### config.mk
export PLATFORM = sky130hd
export DESIGN_NAME = adc_control_and_result_regs
export DESIGN_NICKNAME = d
export VERILOG_FILES = /design/src/rtl/adc_pkg.sv /design/src/rtl/adc_control_and_result_regs.sv /design/src/rtl/conv_clock_divider.sv /design/src/rtl/sar_engine.sv
export VERILOG_INCLUDE_DIRS = /design/src /design/src/rtl
export SDC_FILE = /design/constraint.sdc
export NUM_CORES = 1
export LEC_CHECK = 0
export BUFFER_PORTS_ARGS = -buffer_cell sky130_fd_sc_hd__buf_4
export CORE_MARGIN = 8
export CORE_UTILIZATION = 58
export CTS_BUF_LIST = sky130_fd_sc_hd__clkbuf_4
export CTS_CLUSTER_DIAMETER = 40
export DETAILED_ROUTE_END_ITERATION = 8
export PLACE_DENSITY = 0.82
export SLEW_MARGIN = 5
export SYNTH_ARGS = -nofsm -noshare
export SYNTH_HDL_FRONTEND = slang
export SYNTH_HIERARCHICAL = 1
export SYNTH_SLANG_ARGS = --single-unit
### constraint.sdc
create_clock -name clock -period 3.1 [get_ports clock]
set_clock_uncertainty 0.15 [all_clocks]
set_input_delay 0.62 -clock clock [delete_from_list [all_inputs] [get_ports clock]]
set_output_delay 0.62 -clock clock [all_outputs]
set_load 0.02 [all_outputs]
### src/rtl/adc_params.svh
// register offsets, field positions, reset values and clock ratios of the converter block
`ifndef ADC_PARAMS_SVH
`define ADC_PARAMS_SVH
`define OFS_CONV_CONTROL_0 8'h00
`define OFS_CONV_CONTROL_1 8'h04
`define OFS_RESULT_HIGH 8'h08
`define OFS_RESULT_LOW 8'h0C
`define OFS_CONV_STATUS 8'h10
`define CTRL0_ENABLE_BIT 0
`define CTRL0_GO_BIT 1
`define CTRL0_CHAN_LSB 2
`define CTRL0_CHAN_MSB 6
`define CTRL1_REF_LSB 0
`define CTRL1_REF_MSB 1
`define CTRL1_CLK_LSB 4
`define CTRL1_CLK_MSB 6
`define CTRL1_FORMAT_BIT 7
`define STATUS_FLAG_BIT 0
`define STATUS_BUSY_BIT 1
`define CTRL0_RESET 8'h00
`define CTRL1_RESET 8'h00
`define CTRL0_WRITE_MASK 8'h7F
`define CTRL1_WRITE_MASK 8'hF3
`define RESULT_BITS 10
`define CHAN_LAST_EXT 5'h04
`define CHAN_POS_REF 5'h1A
`define CHAN_TEMP 5'h1D
`define CHAN_FIXED_REF 5'h1F
`define REF_SUPPLY 2'h0
`define REF_EXT_PIN 2'h2
`define REF_FIXED 2'h3
`define CLK_DIV2 3'h0
`define CLK_DIV8 3'h1
`define CLK_DIV32 3'h2
`define CLK_DIV4 3'h4
`define CLK_DIV16 3'h5
`define CLK_DIV64 3'h6
`define RATIO_DIV2 2
`define RATIO_DIV4 4
`define RATIO_DIV8 8
`define RATIO_DIV16 16
`define RATIO_DIV32 32
`define RATIO_DIV64 64
`endif

### src/rtl/adc_pkg.sv
// shared types of the converter block
package adc_pkg;
   typedef enum logic [1:0] {SAR_IDLE, SAR_HOLD, SAR_TRIAL} sar_state_t;
endpackage

### src/rtl/adc_control_and_result_regs.sv
// apb register file, channel and reference steering, conversion control of the converter
//
// Decided for this implementation: the APB slave port and the placing of the registers.
`timescale 1ns/1ps
`include "adc_params.svh"

// Function
// - channel codes 00000 to 00100 route external analog inputs 0 to 4
// - code 11111 fixed reference, 11101 temperature, 11010 positive reference
// - every other channel code connects nothing to the converter
// - writing one to bit 1 starts conversion; reads one while running
// - hardware clears the status bit when conversion finishes
// - bit 0 enables the converter; zero powers it down
// - bit 7 of control register 0 always reads zero
// - right justified load zeroes six upper bits of high result
// - left justified load zeroes six lower bits of low result
// - clock codes 000,001,010,100,101,110 divide by 2,8,32,4,16,64
// - clock codes 011 and 111 select the rc oscillator
// - reference codes: 00 supply, 10 external pin, 11 fixed, 01 reserved
// - left justified high result holds result bits 9 to 2
// - left justified low result bits 7 to 6 hold result 1 to 0
// - right justified high result bits 1 to 0 hold result 9 to 8
// - right justified low result holds result bits 7 to 0
// - control registers reset to zero; result registers are never reset
// - the hold capacitor is never discharged after a conversion
// - completion clears status bit, sets done flag, loads both results
// - clearing status bit mid conversion loads partial result, filled with last bit
module adc_control_and_result_regs #(
   parameter int ADDR_W = 8,
   parameter int DIV_CNT_W = 7
) (
   input wire logic clock,
   input wire logic rst_b,
   input wire logic psel,
   input wire logic penable,
   input wire logic pwrite,
   input wire logic [ADDR_W-1:0] paddr,
   input wire logic [31:0] pwdata,
   output logic [31:0] prdata,
   output logic pready,
   output logic pslverr,
   input wire logic comparator_high,
   input wire logic rc_osc_tick,
   output logic converter_power,
   output logic sample_connect,
   output logic [`RESULT_BITS-1:0] trial_code,
   output logic [4:0] ext_channel_select,
   output logic fixed_ref_select,
   output logic temp_sensor_select,
   output logic pos_ref_to_input,
   output logic ref_supply_select,
   output logic ref_ext_pin_select,
   output logic ref_fixed_select,
   output logic conv_done_flag
);
   localparam int RES_W = `RESULT_BITS;

   logic [7:0] ctrl0;
   logic [7:0] next_ctrl0;
   logic [7:0] ctrl1;
   logic [7:0] next_ctrl1;
   logic next_done_flag;
   logic [7:0] result_high;
   logic [7:0] next_result_high;
   logic [7:0] result_low;
   logic [7:0] next_result_low;
   logic [31:0] next_prdata;
   logic setup_phase;
   logic access_phase;
   logic wr_access;
   logic hit_ctrl0;
   logic hit_ctrl1;
   logic hit_high;
   logic hit_low;
   logic hit_status;
   logic mapped;
   logic start_conv;
   logic abort_conv;
   logic eng_busy;
   logic eng_done;
   logic [RES_W-1:0] eng_result;
   logic tad_tick;
   logic [4:0] next_chan;
   logic [1:0] next_ref;
   logic [4:0] next_ext;
   logic next_fixed;
   logic next_temp;
   logic next_pos_ref;
   logic next_ref_supply;
   logic next_ref_ext;
   logic next_ref_fixed;
   logic next_power;
   logic next_sample;

   // ---------------------------------------------------------------
   // apb decode
   // ---------------------------------------------------------------
   // zero wait states: every access phase completes at its first edge
   always_comb begin
      setup_phase = psel && !penable;
      access_phase = psel && penable;
      hit_ctrl0 = paddr == ADDR_W'(`OFS_CONV_CONTROL_0);
      hit_ctrl1 = paddr == ADDR_W'(`OFS_CONV_CONTROL_1);
      hit_high = paddr == ADDR_W'(`OFS_RESULT_HIGH);
      hit_low = paddr == ADDR_W'(`OFS_RESULT_LOW);
      hit_status = paddr == ADDR_W'(`OFS_CONV_STATUS);
      mapped = hit_ctrl0 || hit_ctrl1 || hit_high || hit_low || hit_status;
      wr_access = access_phase && pwrite && mapped;
      pready = access_phase;
      pslverr = access_phase && !mapped;
   end

   // ---------------------------------------------------------------
   // control registers and conversion handshake
   // ---------------------------------------------------------------
   always_comb begin
      next_ctrl0 = ctrl0;
      next_ctrl1 = ctrl1;
      next_done_flag = conv_done_flag;
      start_conv = 1'b0;
      abort_conv = 1'b0;
      if (eng_done) begin
         next_ctrl0[`CTRL0_GO_BIT] = 1'b0;
      end
      if (wr_access && hit_ctrl0) begin
         next_ctrl0 = pwdata[7:0] & `CTRL0_WRITE_MASK;
         next_ctrl0[`CTRL0_GO_BIT] = ctrl0[`CTRL0_GO_BIT] && !eng_done;
         // a start needs the converter already on, as the go bit should
         // not be set in the same write that powers it up
         if (pwdata[`CTRL0_GO_BIT] && pwdata[`CTRL0_ENABLE_BIT] && ctrl0[`CTRL0_ENABLE_BIT]
             && !ctrl0[`CTRL0_GO_BIT] && !eng_busy) begin
            start_conv = 1'b1;
            next_ctrl0[`CTRL0_GO_BIT] = 1'b1;
         end else if (ctrl0[`CTRL0_GO_BIT] && eng_busy
                      && (!pwdata[`CTRL0_GO_BIT] || !pwdata[`CTRL0_ENABLE_BIT])) begin
            // clearing go or switching off ends the conversion early
            abort_conv = 1'b1;
            next_ctrl0[`CTRL0_GO_BIT] = 1'b0;
         end
      end
      if (wr_access && hit_ctrl1) begin
         next_ctrl1 = pwdata[7:0] & `CTRL1_WRITE_MASK;
      end
      if (wr_access && hit_status && pwdata[`STATUS_FLAG_BIT]) begin
         next_done_flag = 1'b0;
      end
      // a completion in the cycle of a clear still leaves the flag set
      if (eng_done) begin
         next_done_flag = 1'b1;
      end
   end

   // ---------------------------------------------------------------
   // result registers
   // ---------------------------------------------------------------
   // a load from the converter wins over a software write in the same cycle
   always_comb begin
      next_result_high = result_high;
      next_result_low = result_low;
      if (wr_access && hit_high) begin
         next_result_high = pwdata[7:0];
      end
      if (wr_access && hit_low) begin
         next_result_low = pwdata[7:0];
      end
      if (eng_done) begin
         if (ctrl1[`CTRL1_FORMAT_BIT]) begin
            next_result_high = {6'h00, eng_result[9:8]};
            next_result_low = eng_result[7:0];
         end else begin
            next_result_high = eng_result[9:2];
            next_result_low = {eng_result[1:0], 6'h00};
         end
      end
   end

   // no reset: contents survive every reset and start unknown
   always_ff @(posedge clock) begin
      result_high <= next_result_high;
      result_low <= next_result_low;
   end

   // ---------------------------------------------------------------
   // read data, captured in the setup phase
   // ---------------------------------------------------------------
   always_comb begin
      next_prdata = prdata;
      if (setup_phase) begin
         next_prdata = 32'h00000000;
         if (hit_ctrl0) begin
            next_prdata[7:0] = ctrl0 & `CTRL0_WRITE_MASK;
         end else if (hit_ctrl1) begin
            next_prdata[7:0] = ctrl1 & `CTRL1_WRITE_MASK;
         end else if (hit_high) begin
            next_prdata[7:0] = result_high;
         end else if (hit_low) begin
            next_prdata[7:0] = result_low;
         end else if (hit_status) begin
            next_prdata[`STATUS_FLAG_BIT] = conv_done_flag;
            next_prdata[`STATUS_BUSY_BIT] = eng_busy;
         end
      end
   end

   // ---------------------------------------------------------------
   // analog steering
   // ---------------------------------------------------------------
   // decoded from the next control values so the selects change together
   // with the register bits that steer them
   always_comb begin
      next_chan = next_ctrl0[`CTRL0_CHAN_MSB:`CTRL0_CHAN_LSB];
      next_ref = next_ctrl1[`CTRL1_REF_MSB:`CTRL1_REF_LSB];
      next_ext = 5'h00;
      if (next_chan <= `CHAN_LAST_EXT) begin
         next_ext[next_chan[2:0]] = 1'b1;
      end
      // any code not matched here leaves every select low
      next_fixed = next_chan == `CHAN_FIXED_REF;
      next_temp = next_chan == `CHAN_TEMP;
      next_pos_ref = next_chan == `CHAN_POS_REF;
      // the reserved reference code selects nothing
      next_ref_supply = next_ref == `REF_SUPPLY;
      next_ref_ext = next_ref == `REF_EXT_PIN;
      next_ref_fixed = next_ref == `REF_FIXED;
      next_power = next_ctrl0[`CTRL0_ENABLE_BIT];
      // the hold capacitor tracks the input between conversions while enabled and is
      // disconnected while converting or disabled; there is no discharge path
      next_sample = next_ctrl0[`CTRL0_ENABLE_BIT] && !next_ctrl0[`CTRL0_GO_BIT];
   end

   always_ff @(posedge clock or negedge rst_b) begin
      if (!rst_b) begin
         ctrl0 <= `CTRL0_RESET;
         ctrl1 <= `CTRL1_RESET;
         conv_done_flag <= 1'b0;
         prdata <= 32'h00000000;
         ext_channel_select <= 5'h01;
         fixed_ref_select <= 1'b0;
         temp_sensor_select <= 1'b0;
         pos_ref_to_input <= 1'b0;
         ref_supply_select <= 1'b1;
         ref_ext_pin_select <= 1'b0;
         ref_fixed_select <= 1'b0;
         converter_power <= 1'b0;
         sample_connect <= 1'b0;
      end else begin
         ctrl0 <= next_ctrl0;
         ctrl1 <= next_ctrl1;
         conv_done_flag <= next_done_flag;
         prdata <= next_prdata;
         ext_channel_select <= next_ext;
         fixed_ref_select <= next_fixed;
         temp_sensor_select <= next_temp;
         pos_ref_to_input <= next_pos_ref;
         ref_supply_select <= next_ref_supply;
         ref_ext_pin_select <= next_ref_ext;
         ref_fixed_select <= next_ref_fixed;
         converter_power <= next_power;
         sample_connect <= next_sample;
      end
   end

   // ---------------------------------------------------------------
   // conversion clock and sequencer
   // ---------------------------------------------------------------
   // the divider idles while the converter is off to save switching
   conv_clock_divider #(
      .CNT_W(DIV_CNT_W)
   ) u_divider (
      .clock(clock),
      .rst_b(rst_b),
      .enable(ctrl0[`CTRL0_ENABLE_BIT]),
      .clock_code(ctrl1[`CTRL1_CLK_MSB:`CTRL1_CLK_LSB]),
      .rc_osc_tick(rc_osc_tick),
      .tad_tick(tad_tick)
   );

   sar_engine #(
      .RES_W(RES_W)
   ) u_sar (
      .clock(clock),
      .rst_b(rst_b),
      .start(start_conv),
      .abort(abort_conv),
      .tad_tick(tad_tick),
      .comparator_high(comparator_high),
      .busy(eng_busy),
      .done(eng_done),
      .result(eng_result),
      .trial_code(trial_code)
   );
endmodule

### src/rtl/conv_clock_divider.sv
// conversion clock enable: system clock division or the rc oscillator tick
`timescale 1ns/1ps
`include "adc_params.svh"

module conv_clock_divider #(
   parameter int CNT_W = 7
) (
   input wire logic clock,
   input wire logic rst_b,
   input wire logic enable,
   input wire logic [2:0] clock_code,
   input wire logic rc_osc_tick,
   output logic tad_tick
);
   logic [CNT_W-1:0] count;
   logic [CNT_W-1:0] next_count;
   logic next_tick;
   logic rc_mode;

   function automatic logic [CNT_W-1:0] ratio(input logic [2:0] code);
      case (code)
         `CLK_DIV2: ratio = CNT_W'(`RATIO_DIV2);
         `CLK_DIV4: ratio = CNT_W'(`RATIO_DIV4);
         `CLK_DIV8: ratio = CNT_W'(`RATIO_DIV8);
         `CLK_DIV16: ratio = CNT_W'(`RATIO_DIV16);
         `CLK_DIV32: ratio = CNT_W'(`RATIO_DIV32);
         `CLK_DIV64: ratio = CNT_W'(`RATIO_DIV64);
         default: ratio = CNT_W'(`RATIO_DIV2);
      endcase
   endfunction

   assign rc_mode = clock_code[1] && clock_code[0];

   always_comb begin
      next_count = count;
      next_tick = 1'b0;
      if (!enable) begin
         next_count = '0;
      end else if (rc_mode) begin
         next_count = '0;
         next_tick = rc_osc_tick;
      end else if (count >= ratio(clock_code) - 1'b1) begin
         next_count = '0;
         next_tick = 1'b1;
      end else begin
         next_count = count + 1'b1;
      end
   end

   always_ff @(posedge clock or negedge rst_b) begin
      if (!rst_b) begin
         count <= '0;
         tad_tick <= 1'b0;
      end else begin
         count <= next_count;
         tad_tick <= next_tick;
      end
   end
endmodule

### src/rtl/sar_engine.sv
// successive approximation sequencer with abort and partial result fill
`timescale 1ns/1ps

module sar_engine #(
   parameter int RES_W = 10
) (
   input wire logic clock,
   input wire logic rst_b,
   input wire logic start,
   input wire logic abort,
   input wire logic tad_tick,
   input wire logic comparator_high,
   output logic busy,
   output logic done,
   output logic [RES_W-1:0] result,
   output logic [RES_W-1:0] trial_code
);
   localparam int IDX_W = $clog2(RES_W);
   localparam logic [IDX_W-1:0] TOP = IDX_W'(RES_W - 1);

   adc_pkg::sar_state_t state;
   adc_pkg::sar_state_t next_state;
   logic [RES_W-1:0] bits;
   logic [RES_W-1:0] next_bits;
   logic [RES_W-1:0] next_result;
   logic [RES_W-1:0] next_trial;
   logic [IDX_W-1:0] idx;
   logic [IDX_W-1:0] next_idx;
   logic next_done;
   logic last_bit;

   assign busy = state != adc_pkg::SAR_IDLE;

   always_comb begin
      next_state = state;
      next_bits = bits;
      next_idx = idx;
      next_done = 1'b0;
      next_result = result;
      last_bit = 1'b0;
      case (state)
         adc_pkg::SAR_IDLE: begin
            if (start) begin
               next_state = adc_pkg::SAR_HOLD;
               next_bits = '0;
               next_idx = TOP;
            end
         end
         adc_pkg::SAR_HOLD: begin
            // one conversion clock for the hold capacitor to leave the input
            if (abort) begin
               next_state = adc_pkg::SAR_IDLE;
               next_done = 1'b1;
               next_result = '0;
            end else if (tad_tick) begin
               next_state = adc_pkg::SAR_TRIAL;
            end
         end
         adc_pkg::SAR_TRIAL: begin
            if (abort) begin
               next_state = adc_pkg::SAR_IDLE;
               next_done = 1'b1;
               if (idx != TOP) begin
                  last_bit = bits[idx + 1'b1];
               end
               for (int i = 0; i < RES_W; i++) begin
                  next_result[i] = (i <= int'(idx)) ? last_bit : bits[i];
               end
            end else if (tad_tick) begin
               next_bits[idx] = comparator_high;
               if (idx == '0) begin
                  next_state = adc_pkg::SAR_IDLE;
                  next_done = 1'b1;
                  next_result = next_bits;
               end else begin
                  next_idx = idx - 1'b1;
               end
            end
         end
         default: next_state = adc_pkg::SAR_IDLE;
      endcase
      next_trial = next_bits;
      if (next_state == adc_pkg::SAR_TRIAL) begin
         next_trial[next_idx] = 1'b1;
      end
   end

   always_ff @(posedge clock or negedge rst_b) begin
      if (!rst_b) begin
         state <= adc_pkg::SAR_IDLE;
         bits <= '0;
         idx <= '0;
         done <= 1'b0;
         result <= '0;
         trial_code <= '0;
      end else begin
         state <= next_state;
         bits <= next_bits;
         idx <= next_idx;
         done <= next_done;
         result <= next_result;
         trial_code <= next_trial;
      end
   end
endmodule

# Word-level counts from Yosys, hierarchy flattened
# Index checks and enable logic that the tools add are counted.
dict set report word_totals {
  wordCells 194
  input_bits 47
  output_inout_bits 58
  regBits 96
}
dict set report op_classes {
  bitwise 1
  n_reduce_logical 46
  add_sub_neg 4
  mux 80
  order_cmp 18
  eq_ne 21
}
# operator n
set op_table {}
lappend op_table {{$mux 10} 8}
lappend op_table {{$mux 8} 9}
lappend op_table {{$mux 7} 6}
lappend op_table {{$pmux 10 s2} 2}
lappend op_table {{$pmux 7 s5} 1}
lappend op_table {{$mux 1} 31}
lappend op_table {{$logic_and 1x1->1} 23}
lappend op_table {{$mux 2} 9}
lappend op_table {{$eq 8x4->1 const B} 2}
lappend op_table {{$le 3x4->1 const A} 4}
lappend op_table {{$mux 4} 4}
lappend op_table {{$eq 5x5->1 const B} 3}
lappend op_table {{$lt 4x5->1 const B} 3}
lappend op_table {{$bwmux 10} 1}
lappend op_table {{$or 10x10->10} 1}
lappend op_table {{$reduce_bool 2->1} 5}
lappend op_table {{$eq 3x3->1 const B} 3}
lappend op_table {{$demux 1 s4} 2}
lappend op_table {{$eq 2x2->1 const B} 4}
lappend op_table {{$eq 8x3->1 const B} 1}
lappend op_table {{$eq 8x5->1 const B} 1}
lappend op_table {{$ge 4x1->1 const B} 2}
lappend op_table {{$le 2x4->1 const A} 2}
lappend op_table {{$le 4x4->1 const A} 2}
lappend op_table {{29 further kinds} 41}

# Logic depth before layout (Yosys ltp)
# Gate-level depths: netlist of run 1.
dict set report logic_depth {
  depth_word 16
  mapped_depth 12
}

# By module
# The synthesis of run 1 kept the hierarchy.
# module cells_each area_per_inst_um2 instances
set by_module_without_submodules {}
lappend by_module_without_submodules {adc_control_and_result_regs 271 2752.6 1}
lappend by_module_without_submodules {sar_engine 260 2523.7 1}
lappend by_module_without_submodules {conv_clock_divider 59 586.8 1}

# Worst setup path after synthesis of run 1
# No wires, ideal clock.
dict set report synth_path {
  path_type {in2reg}
  from {input port paddr[5]}
  to {register u_sar.result[0]}
  t_arrival_ps 2836
  path_slack_ps 13
  required_time_ps 2849
  path_buffers 2
  setup_ps 101
  stages 9
  cell_sequence {nor4b_4 nand3_4 buf_2 nor2_1 clkbuf_1 nor2_1 or4b_2 a21o_1 o311ai_2}
}
dict set report synth_via {
  elab_chain_cells 10
}
# item line
set synth_rtl {}
lappend synth_rtl {{start: declaration} adc_control_and_result_regs.sv:37} ;# input wire logic [ADDR_W-1:0] paddr,
lappend synth_rtl {{$eq 8x3->1 or $logic_not 8->1 (tied branches)} {adc_control_and_result_regs.sv:103, adc_control_and_result_regs.sv:102}}
lappend synth_rtl {{$logic_or 1x1->1 (4 in a row)} adc_control_and_result_regs.sv:107} ;# mapped = hit_ctrl0 || hit_ctrl1 || hit_high || hit_low || hit_status;
lappend synth_rtl {{$logic_and 1x1->1} adc_control_and_result_regs.sv:108} ;# wr_access = access_phase && pwrite && mapped;
lappend synth_rtl {{$logic_and 1x1->1 *} adc_control_and_result_regs.sv:125} ;# if (wr_access && hit_ctrl0) begin
lappend synth_rtl {{$mux 1 *} adc_control_and_result_regs.sv:125}
lappend synth_rtl {{net abort_conv} adc_control_and_result_regs.sv:78} ;# logic abort_conv;
lappend synth_rtl {{$ne 3x2->1 (no line) (tied with other cells)} n/a}
lappend synth_rtl {{$reduce_and 4->1 (no line) or $pmux 10 s2 (tied branches)} n/a}
lappend synth_rtl {{end signal: assignment} sar_engine.sv:101} ;# result <= next_result;
lappend synth_rtl {{end: declaration} sar_engine.sv:15} ;# output logic [RES_W-1:0] result,
# The timed path passes the listed nets; every way through them passes the cells marked *.
# A chain may end at the register's enable or synchronous reset.

# Final worst setup path of run 1
dict set report layout_path {
  from {register u_sar.state[1]}
  to {register u_sar.trial_code[8]}
}
dict set report layout_via {
  elab_chain_cells 14
}
# item line
set layout_rtl {}
lappend layout_rtl {{start: declaration} sar_engine.sv:21} ;# adc_pkg::sar_state_t state;
lappend layout_rtl {{start signal: assignment} sar_engine.sv:90} ;# state <= adc_pkg::SAR_IDLE;
lappend layout_rtl {{start signal: assignment} sar_engine.sv:97} ;# state <= next_state;
lappend layout_rtl {{$reduce_bool 2->1 *} sar_engine.sv:32} ;# assign busy = state != adc_pkg::SAR_IDLE;
lappend layout_rtl {{net eng_busy} adc_control_and_result_regs.sv:79} ;# logic eng_busy;
lappend layout_rtl {{$logic_and 1x1->1 (2 in a row)} adc_control_and_result_regs.sv:134} ;# end else if (ctrl0[`CTRL0_GO_BIT] && eng_busy
lappend layout_rtl {{$mux 1} adc_control_and_result_regs.sv:134}
lappend layout_rtl {{$mux 1 *} adc_control_and_result_regs.sv:130} ;# if (pwdata[`CTRL0_GO_BIT] && pwdata[`CTRL0_ENABLE_BIT] && ctrl0[`CTRL0_ENABLE_BIT]
lappend layout_rtl {{$mux 1 *} adc_control_and_result_regs.sv:125}
lappend layout_rtl {{net abort_conv} adc_control_and_result_regs.sv:78}
lappend layout_rtl {{$mux 4 *} sar_engine.sv:60} ;# if (abort) begin
lappend layout_rtl {{$pmux 4 s2 *} sar_engine.sv:41} ;# case (state)
lappend layout_rtl {{net u_sar.next_idx[0]} sar_engine.sv:28} ;# logic [IDX_W-1:0] next_idx;
lappend layout_rtl {{$lt 4x5->1 (not written as such) or $ge 4x1->1 (tied branches)} sar_engine.sv:84} ;# next_trial[next_idx] = 1'b1;
lappend layout_rtl {{$logic_and 1x1->1 (not written as such)} sar_engine.sv:84}
lappend layout_rtl {{$mux 1 (not written as such)} sar_engine.sv:84}
lappend layout_rtl {{$demux 1 s4 *} n/a}
lappend layout_rtl {{$or 10x10->10 (no line) *} n/a}
lappend layout_rtl {{$mux 10 *} sar_engine.sv:83} ;# if (next_state == adc_pkg::SAR_TRIAL) begin
lappend layout_rtl {{net u_sar.next_trial[8]} sar_engine.sv:26} ;# logic [RES_W-1:0] next_trial;
lappend layout_rtl {{end signal: assignment} sar_engine.sv:102} ;# trial_code <= next_trial;
lappend layout_rtl {{end: declaration} sar_engine.sv:16} ;# output logic [RES_W-1:0] trial_code
# Marked as above.

==> results of run 1 <==
-- critical path: stages (launching register included) --
cell      delay [ns]
dfrtp_1         0.44
inv_1           0.11
ha_1            0.26
inv_1           0.16
nand3_1         0.10
nor2_1          0.05
buf_4           0.16
and3b_1         0.44
a221oi_2        0.11
a41oi_2         0.49
nor3_2          0.12
a31o_2          0.27
-- per-layer routing --
layer  global-route usage  share of wire  vias to the layer above
met4               0.0776          0.021                        0
met3               0.0424          0.067                       30
met1                0.277           0.43                     2368
met2                0.364           0.49                      202
met5                    0              0                        -
li1                     -              -                     2233
-- through the flow --
step	setup TNS (ns)	hold WS, ns
after floorplan	0	0.174
after global placement	-0.0876	0.318
after detailed placement	-0.295	0.326
after CTS	0	0.194
after global routing	0	0.180
final	0	0.188
-- report_power, final --
group          total [mW]  internal [mW]  leakage, nW  switching (mW)
combinational       0.361          0.126         1.62           0.235
clock               0.824          0.404       0.0950           0.420
sequential           1.29           1.28         1.21         0.00945
total                2.47           1.81         2.92           0.665
-- state kept, by name, indices dropped and copies added (netlist names), 2 cells and up --
signal and count:
ctrl1 6, u_divider/count 7, u_sar/idx 4, u_sar/state 2, prdata 8, ctrl0 7
result_low 8, u_sar/trial_code 10, ext_channel_select 5, u_sar/bits 10, result_high 8, u_sar/result 10
-- placed cells by master, fill, tap and decap left out, drive strengths merged, types with 7 or more instances in the layout --
master / netlist / routed
edfxtp: 16 / 16
ha: 19 / 19
mux2: 15 / 15
nand3: 20 / 20
o21ai: 52 / 52
a21oi: 22 / 22
dfrtp: 77 / 77
nor2b: 13 / 13
nand4: 10 / 10
inv: 22 / 22
nor3b: 10 / 10
nor2: 39 / 39
mux2i: 16 / 16
nor3: 13 / 13
o31ai: 10 / 10
buf: 38 / 77
clkbuf: 20 / 9
nand2: 42 / 42
a22oi: 10 / 10
nand2b: 7 / 7
conb: 1 / 24
a21o: 17 / 17
nand3b: 12 / 12
-- final timing paths --
path                                                  to  slack (ns)  cells after the start
max reg2reg                u_sar/trial_code[8]$_DFF_PN0_        0.17                     11
max in group asynchronous           ctrl1[4]$_DFFE_PN0N_        1.95                      1
max                        u_sar/trial_code[8]$_DFF_PN0_        0.17                     11
min                         u_divider/count[4]$_DFF_PN0_        0.19                      1
min in group clock           ref_supply_select$_DFF_PN1_        0.22                      2
min reg2reg                        prdata[3]$_DFFE_PN0P_        0.35                      2
-- repair_timing --
item / 4_1_cts / 5_1_grt
pin swaps: 0 / 2
resized for setup: 1 / 6
hold endpoints to repair: 0 / 0
setup endpoints to repair: 7 / 17
setup buffers: 0 / 1
gates cloned: 0 / 0
-- cell families (layout without fill, tap and decap cells) --
group           after synthesis  in the layout  share of synthesized area
compound gates              159            159                      0.194
xor+xnor                      4              4                    0.00598
fa+ha+maj                    19             19                     0.0405
buf+inv                      80            115                     0.0730
flops                        95             95                      0.420
mux                          36             36                     0.0760
other cells                   1             24                   0.000640
simple gates                196            196                      0.190
-- cell type report --
class                      count  area, sq um  share of cell area
multi-input combinational    438         3080               0.471
tap                          133          166              0.0254
clock inverter                 7          111              0.0170
clock buffer                   9         67.6              0.0103
inverter                      22         82.6              0.0126
sequential                    95         2460               0.376
timing repair buffer          77          578              0.0883
==> results.toml, run 1 <==
[clocking]
clock_path_buffers = 2
postCtsHoldBufs = 0
cts_num_sinks = 95
cts.clk_slew.worst_paths_ns = 0.14
cts_buffers = 9
clk_latency_ns = 0.44
ctsHtreeMaxLevel = 3
clockRootBuffer = "clkbuf_4"
cts_tree = "built"

[pwr]
p_leak_nw = 2.92
powerDensity_mw_per_mm2 = 378
finalPower_mw = 2.47
ir_drop_v = 0.000271

[global_routing]
grt_first_pass_wirelength_um = 23400
grt_pass1_vias = 4715
globalRouteTotalUtil = 0.218
grt_max_degree = 80
grt-ovfl-total = 0
antenna_found_initial = 0

[worst_setup_path]
path_class = "reg -> reg"
critical_path_required_ns = 3.30
crit_path_start = "u_sar/state[1]$_DFF_PN0_"
startpoint_type = "flip-flop"
reg2reg_from = "u_sar/state[1]$_DFF_PN0_"
crit_path_max_fanout = 10
end_kind = "flip-flop"
arrival_ns = 3.13

[logic_synthesis]
seq_area_frac_synth = 0.420
synth_edf_count = 16
yosysMostFrequentCell = "dfrtp_1"
ys.flop_type = "dfrtp_1"
synth_area_sq_mm = 0.00586
synth.top_cell.area_share = 0.329
async_reset_ff_frac = 0.832
netlist_top_cells_count = "dfrtp_1, nand2_1, o21ai_0"
synth_seq_cells = 95
synth_cell_types = 83
synth_area_leaders = "dfrtp_1, edfxtp_1, ha_1"
yosysWarnings = 6
yosysTopAreaCell = "dfrtp_1"
syn_area_per_cell_sq_um = 9.94
syn_inst = 590

[cells_and_area]
fin_util = 0.670
syn2layout_area_growth_pct = 11.7
drive_gt1_frac = 0.231
layout.cells.non_filler = 781
final.fill_count = 737
n_antenna_cell = 0
final_nets = 709
final_cell_area_sq_mm = 0.00655

[detailed_routing]
drt_iter0_drc = 430
remaining_drc_errors = 0
routed_wl_um = 14500
dr.pass1.iters = 5
vias = 4833
via_per_inst = 6.19
antenna_left = 0
wire_per_inst_um = 18.6

[timing]
rsz0062_at_grt = "no"
worst_pin_slew_ns = 0.988
final_max_slew_viol_count = 0
fin_crit_ns = 2.93
setup-violations-final = 0
hold_viol = 0
fin_crit_sh = 0.945
slew_headroom = 0.341
setup_slack_ns = 0.171
max_freq_mhz = 341

[placement]
place_inst = 764
place_ws_ns = -0.0781
dp_hpwl_um = 10600
placed_area_sq_mm = 0.00634
gp_congestion = 0.913
io_buffers = 56

[floorplan]
rows = 36
coreArea_sq_mm = 0.00977
die_x_um = 117
ios = 105
die_area_sq_mm = 0.0136
start_util = 0.600
die_h_um = 117

[run_status]
status = "finished clean"

[min_path]
min_path_type = "in -> async"

[job]
cap_viol_max_count = 0
Power figures use the tool's default switching activity.
==> run 2: changes to the inputs <==
--- a/config.mk
+++ b/config.mk
@@ -8,11 +8,11 @@
 export LEC_CHECK = 0
 export BUFFER_PORTS_ARGS = -buffer_cell sky130_fd_sc_hd__buf_4
 export CORE_MARGIN = 8
-export CORE_UTILIZATION = 58
+export CORE_UTILIZATION = 60
 export CTS_BUF_LIST = sky130_fd_sc_hd__clkbuf_4
 export CTS_CLUSTER_DIAMETER = 40
 export DETAILED_ROUTE_END_ITERATION = 8
-export PLACE_DENSITY = 0.82
+export PLACE_DENSITY = 0.85
 export SLEW_MARGIN = 5
 export SYNTH_ARGS = -nofsm -noshare
 export SYNTH_HDL_FRONTEND = slang
==> constraint.sdc (replaced) <==
create_clock -name clock -period 3.8 [get_ports clock]
set_clock_uncertainty 0.15 [all_clocks]
set_input_delay 0.76 -clock clock [delete_from_list [all_inputs] [get_ports clock]]
set_output_delay 0.76 -clock clock [all_outputs]
set_load 0.02 [all_outputs]
==> results.toml, run 2 (synthesized netlist as in run 1, its figures left out) <==
[min_path]
min_path_type = "in -> async"

[worst_setup_path]
r2r_cells = 11
crit_path_max_fanout = 9
reg2reg_slack_ns = 0.57
critical_path_required_ns = 4.01
startpoint_type = "flip-flop"
end_kind = "flip-flop"
arrival_ns = 3.44
reg2reg_from = "u_sar/state[0]$_DFF_PN0_"
path_class = "reg -> reg"
rr_endpoint = "u_sar/trial_code[6]$_DFF_PN0_"

[pwr]
p_leak_nw = 2.83
ir_drop_v = 0.000179
finalPower_mw = 1.90
powerDensity_mw_per_mm2 = 297

[placement]
io_buffers = 56
dp_hpwl_um = 10500
gp_congestion = 0.919

[detailed_routing]
drt_iter0_drc = 314
antenna_left = 0
routed_wl_um = 14400
remaining_drc_errors = 0
wire_per_inst_um = 18.8
vias = 4774
via_per_inst = 6.22
dr.pass1.iters = 5

[cells_and_area]
final_common_cell = "dfrtp_1"
drive_gt1_frac = 0.208
reg_top3 = "u_sar/bits: 10 flops, u_sar/result: 10 flops, u_sar/trial_code: 10 flops"
syn2layout_area_growth_pct = 8.90
final_cell_mix = "dfrtp_1, buf_4, nand2_1"
final_nets = 695
n_antenna_cell = 0
final.fill_count = 770

[clocking]
postCtsHoldBufs = 0
clock_path_buffers = 2
cts-resized-gates = 0
cts_buffers = 9
cts_num_sinks = 95
clk_latency_ns = 0.46
post_cts_buffers = 0
ctsHtreeMaxLevel = 3
clockRootBuffer = "clkbuf_4"
cts.clk_slew.worst_paths_ns = 0.16
cts_tree = "built"

[timing]
slew_headroom = 0.348
fin_crit_ns = 3.23
setup-violations-final = 0
timing.hold.ws_ns = 0.301
fin_crit_sh = 0.850
worst_pin_slew_ns = 0.978
rsz0062_at_grt = "no"
hold_viol = 0
max_freq_mhz = 309
setup_tns_ns = 0
final_max_slew_viol_count = 0

[global_routing]
grt_pass1_vias = 4670
grt-ovfl-total = 0
globalRouteTotalUtil = 0.223
grt_max_degree = 80
grt_first_pass_wirelength_um = 23600
antenna_found_initial = 0

[run_status]
status = "finished clean"

[job]
cap_viol_max_count = 0

[floorplan]
rows = 36
die_h_um = 115
coreArea_sq_mm = 0.00964
start_util = 0.608
ios = 105
die_area_sq_mm = 0.0132
die_x_um = 115
==> run 2: cell count changes in the layout (fill, tap and decap cells not counted), moves of 2 or more <==
cell / change
buf_4: -14
bufinv_16: -2
clkinv_1: -2
clkinv_4: +2
==> run 2: through the flow <==
stage | cell area [sq um] | util | instances | setup WS, ns
5_1_grt | 6380 | 0.662 | 767 | 0.352
2_1_floorplan | 5950 | - | 613 | 0.573
3_5_place_dp | 6240 | 0.648 | 751 | 0.235
3_3_place_gp | 6240 | 0.648 | 751 | 0.319
4_1_cts | 6380 | 0.662 | 767 | 0.607
6_report | 6380 | 0.662 | 767 | 0.568
==> run 2: how the worst max path moves through the flow <==
stage | from | endpoint | slack (ns) | cells after the start
floorplan | paddr[5] | u_sar/result[0]$_DFFE_PN0P_ | 0.57 | 9
global placement | paddr[5] | u_sar/trial_code[5]$_DFF_PN0_ | 0.32 | 10
detailed placement | paddr[5] | u_sar/trial_code[7]$_DFF_PN0_ | 0.23 | 10
CTS | u_sar/state[0]$_DFF_PN0_ | u_sar/trial_code[7]$_DFF_PN0_ | 0.61 | 11
global route | u_sar/state[1]$_DFF_PN0_ | u_sar/trial_code[6]$_DFF_PN0_ | 0.35 | 11
finish | u_sar/state[0]$_DFF_PN0_ | u_sar/trial_code[6]$_DFF_PN0_ | 0.57 | 11
==> run 2: final cells by class <==
type	instances	area, sq um	area share
Multi-Input combinational cell	438	3060	0.480
Sequential cell	95	2460	0.385
Timing Repair Buffer	63	473	0.0741
Tap cell	133	166	0.0261
Inverter	22	82.6	0.0129
Clock inverter	7	73.8	0.0116
Clock buffer	9	67.6	0.0106
==> run 2: per-layer routing <==
| metal | vias up | wire length (um) | track usage |
|---|---|---|---|
| met5 | - | 0 | 0 |
| met4 | 0 | 278 | 0.0788 |
| met3 | 24 | 1030 | 0.0425 |
| met2 | 185 | 7230 | 0.380 |
| met1 | 2359 | 5870 | 0.277 |
| li1 | 2206 | - | - |
==> run 2: power by group <==
part / leakage [nW] / switching (mW) / total, mW / internal, mW
registers: 1.21 / 0.0102 / 1.05 / 1.04
clock network: 0.0759 / 0.358 / 0.560 / 0.202
logic: 1.54 / 0.186 / 0.281 / 0.0945
total: 2.83 / 0.555 / 1.90 / 1.34
==> run 2: critical path, stage by stage, from the launching register on <==
cell and delay [ns]:
dfrtp_1 0.45, inv_1 0.12, ha_1 0.26, inv_1 0.16, nor3b_1 0.31, nand3_1 0.19, nor2_1 0.35, mux2i_1 0.21
a211oi_1 0.31, o22ai_2 0.24, nor3b_1 0.20, a21o_1 0.19
==> run 3: changes to the inputs <==
--- a/config.mk
+++ b/config.mk
@@ -6,6 +6,7 @@
 export SDC_FILE = /design/constraint.sdc
 export NUM_CORES = 1
 export LEC_CHECK = 0
+export ABC_AREA = 1
 export BUFFER_PORTS_ARGS = -buffer_cell sky130_fd_sc_hd__buf_4
 export CORE_MARGIN = 8
 export CORE_UTILIZATION = 60
==> results.toml, run 3 <==
[detailed_routing]
via_per_inst = 5.20
routed_wl_um = 13300
drt_iter0_drc = 348
wire_per_inst_um = 14.5
antenna_left = 0
vias = 4753
remaining_drc_errors = 0
dr.pass1.iters = 5

[cells_and_area]
drive_gt1_frac = 0.222
layout.cells.non_filler = 914
multi_input_area_sq_mm = 0.00281
final_cell_area_sq_mm = 0.00650
n_antenna_cell = 0
regArea_sq_mm = 0.00246
syn2layout_area_growth_pct = 10.7
final.fill_count = 794
reg_top3 = "u_sar/bits: 10 flops, u_sar/result: 10 flops, u_sar/trial_code: 10 flops"
final_nets = 842
final_common_cell = "nand2_1"
final_cell_mix = "nand2_1, inv_1, dfrtp_1"

[logic_synthesis]
syn_inst = 718
synth_area_leaders = "dfrtp_1, nand2_1, edfxtp_1"
yosysMostFrequentCell = "nand2_1"
synth_seq_cells = 95
muxShareOfSynthArea = 0
yosysWarnings = 6
synth_compound_area_frac = 0.106
syn_area_per_cell_sq_um = 8.18
ys.flop_type = "dfrtp_1"
synth_cell_types = 49
async_reset_ff_frac = 0.832
synth_area_sq_mm = 0.00588
synthAdderAreaFrac = 0.0405
synth_top_family_by_area = "simple AND/OR/NAND/NOR gates"
synth_edf_count = 16
synth.top_cell.area_share = 0.328
netlist_top_cells_count = "nand2_1, inv_1, dfrtp_1"
seq_area_frac_synth = 0.419
synthXorXnorAreaFrac = 0.00298
synth_simple_gate_area_frac = 0.314
yosysTopAreaCell = "dfrtp_1"

[floorplan]
die_x_um = 115
coreArea_sq_mm = 0.00964
start_util = 0.610
rows = 36
die_area_sq_mm = 0.0132
die_h_um = 115
ios = 105

[min_path]
min_path_type = "in -> async"

[clocking]
clk_latency_ns = 0.44
cts.clk_slew.worst_paths_ns = 0.15
clockRootBuffer = "clkbuf_4"
postCtsHoldBufs = 0
post_cts_buffers = 0
cts_buffers = 9
cts_tree = "built"
cts_num_sinks = 95
cts-resized-gates = 0
ctsHtreeMaxLevel = 3
clock_path_buffers = 2

[timing]
worst_pin_slew_ns = 0.978
final_max_slew_viol_count = 0
hold_viol = 0
timing.hold.ws_ns = 0.288
setup-violations-final = 0
rsz0062_at_grt = "no"
fin_crit_ns = 2.89
fin_crit_sh = 0.760
slew_headroom = 0.348
max_freq_mhz = 346
setup_tns_ns = 0

[pwr]
ir_drop_v = 0.000247
pwr-share-clk = 0.353
combPwrFrac = 0.116
netSwitchingFraction = 0.262
p_leak_nw = 3.23
netSwitchingPower_uw = 519
p_seq_frac = 0.531
cell_internal_pwr_mw = 1.46
powerDensity_mw_per_mm2 = 304

[run_status]
status = "finished clean"

[placement]
gp_congestion = 0.922
dp_hpwl_um = 10500
placed_area_sq_mm = 0.00631
place_inst = 898
io_buffers = 56

[global_routing]
grt-ovfl-total = 0
grt_max_degree = 80
globalRouteTotalUtil = 0.207
grt_first_pass_wirelength_um = 22100
grt_pass1_vias = 4797
antenna_found_initial = 0

[worst_setup_path]
arrival_ns = 3.08
startpoint_type = "input port"
crit_chain = "buf_4 > nor2_2 > nand2_2 > nor2_8 > nand2_1 > nor4_1 > buf_4 > inv_4 > nand2_8 > inv_6 > nand2_4 > nor2_1 > a21oi_1 > nor2_4 > nand3_1 > nand2_1"
critPathMaxStageDelay_ns = 0.27
end_kind = "flip-flop"
path_buf_inv = 4
cp_slowest_cell = "nor4_1"
critical_path_required_ns = 3.99
path_class = "in -> reg"
path_delay_family = "simple AND/OR/NAND/NOR gates"
crit_path_max_fanout = 19

[job]
cap_viol_max_count = 0
-- run 3: cell types whose count changed after synthesis, moves of 17 or more --
cell	before	now
nand2_1	42	187
inv_1	22	94
nand3_1	17	48
a21o_1	17	0
nand2_2	0	17
-- run 3: worst register-to-register path, delay by kind of cell (launching register included) --
kind / cells / cell delay (ns)
adder cells (fa/ha/maj): 1 / 0.22
AO/OA/AOI/OAI: 1 / 0.25
AND/OR/NAND/NOR: 7 / 0.87
flip-flops: 1 / 0.40
buffers and inverters: 6 / 0.82
-- run 3: path summary, 6_finish.rpt --
check	slack [ns]	cells past startpoint	endpoint	from
worst max-delay path	0.91	16	u_sar/trial_code[6]$_DFF_PN0_	paddr[3]
worst min-delay path	0.29	1	u_divider/count[4]$_DFF_PN0_	rst_b
worst max register to register	0.99	15	u_sar/trial_code[6]$_DFF_PN0_	u_sar/state[0]$_DFF_PN0_
worst min register to register	0.35	2	u_sar/result[3]$_DFFE_PN0P_	u_sar/result[3]$_DFFE_PN0P_
max in group asynchronous	2.56	1	u_sar/bits[6]$_DFF_PN0_	rst_b
min in group clock	0.35	2	u_sar/result[3]$_DFFE_PN0P_	u_sar/result[3]$_DFFE_PN0P_
-- run 3: cell type report --
| class | instances | area share |
|---|---|---|
| multi-input cells | 499 | 0.432 |
| flip-flops and latches | 95 | 0.378 |
| inverters | 113 | 0.0675 |
| repair buffers | 58 | 0.0670 |
| well taps | 133 | 0.0256 |
| clock inverters | 6 | 0.0177 |
| clock buffers | 10 | 0.0115 |
-- run 3: power groups by stage --
stage                     clock network, mW  registers (mW)  logic (mW)
after floorplan                           0            1.08       0.162
final                                 0.698            1.05       0.229
after CTS                             0.709            1.05       0.229
after global routing                  0.743            1.05       0.251
after detailed placement                  0            1.07       0.226
after global placement                    0            1.07       0.218
-- run 3: metrics by stage --
| stage | util | worst slack (ns) | total power [mW] |
|---|---|---|---|
| floorplan | - | 0.621 | 1.24 |
| global placement | 0.655 | 0.536 | 1.29 |
| detailed placement | 0.655 | 0.455 | 1.30 |
| CTS | 0.675 | 0.914 | 1.99 |
| global route | 0.675 | 0.720 | 2.05 |
| finish | 0.675 | 0.913 | 1.98 |
-- run 3: metal layers --
| layer | share of wire | global-route usage |
|---|---|---|
| met2 | 0.52 | 0.369 |
| met1 | 0.42 | 0.241 |
| met5 | 0 | 0 |
| met4 | 0.016 | 0.0823 |
| met3 | 0.048 | 0.0347 |
-- run 3: logic make-up after synthesis --
logic type                 Yosys count
DFF                                 95
xor gates and xnor gates             2
and+or+nand+nor                    361
other                                1
adders and majority gates           19
AOI/OAI and AO/OA                   93
buffers and inverters              147
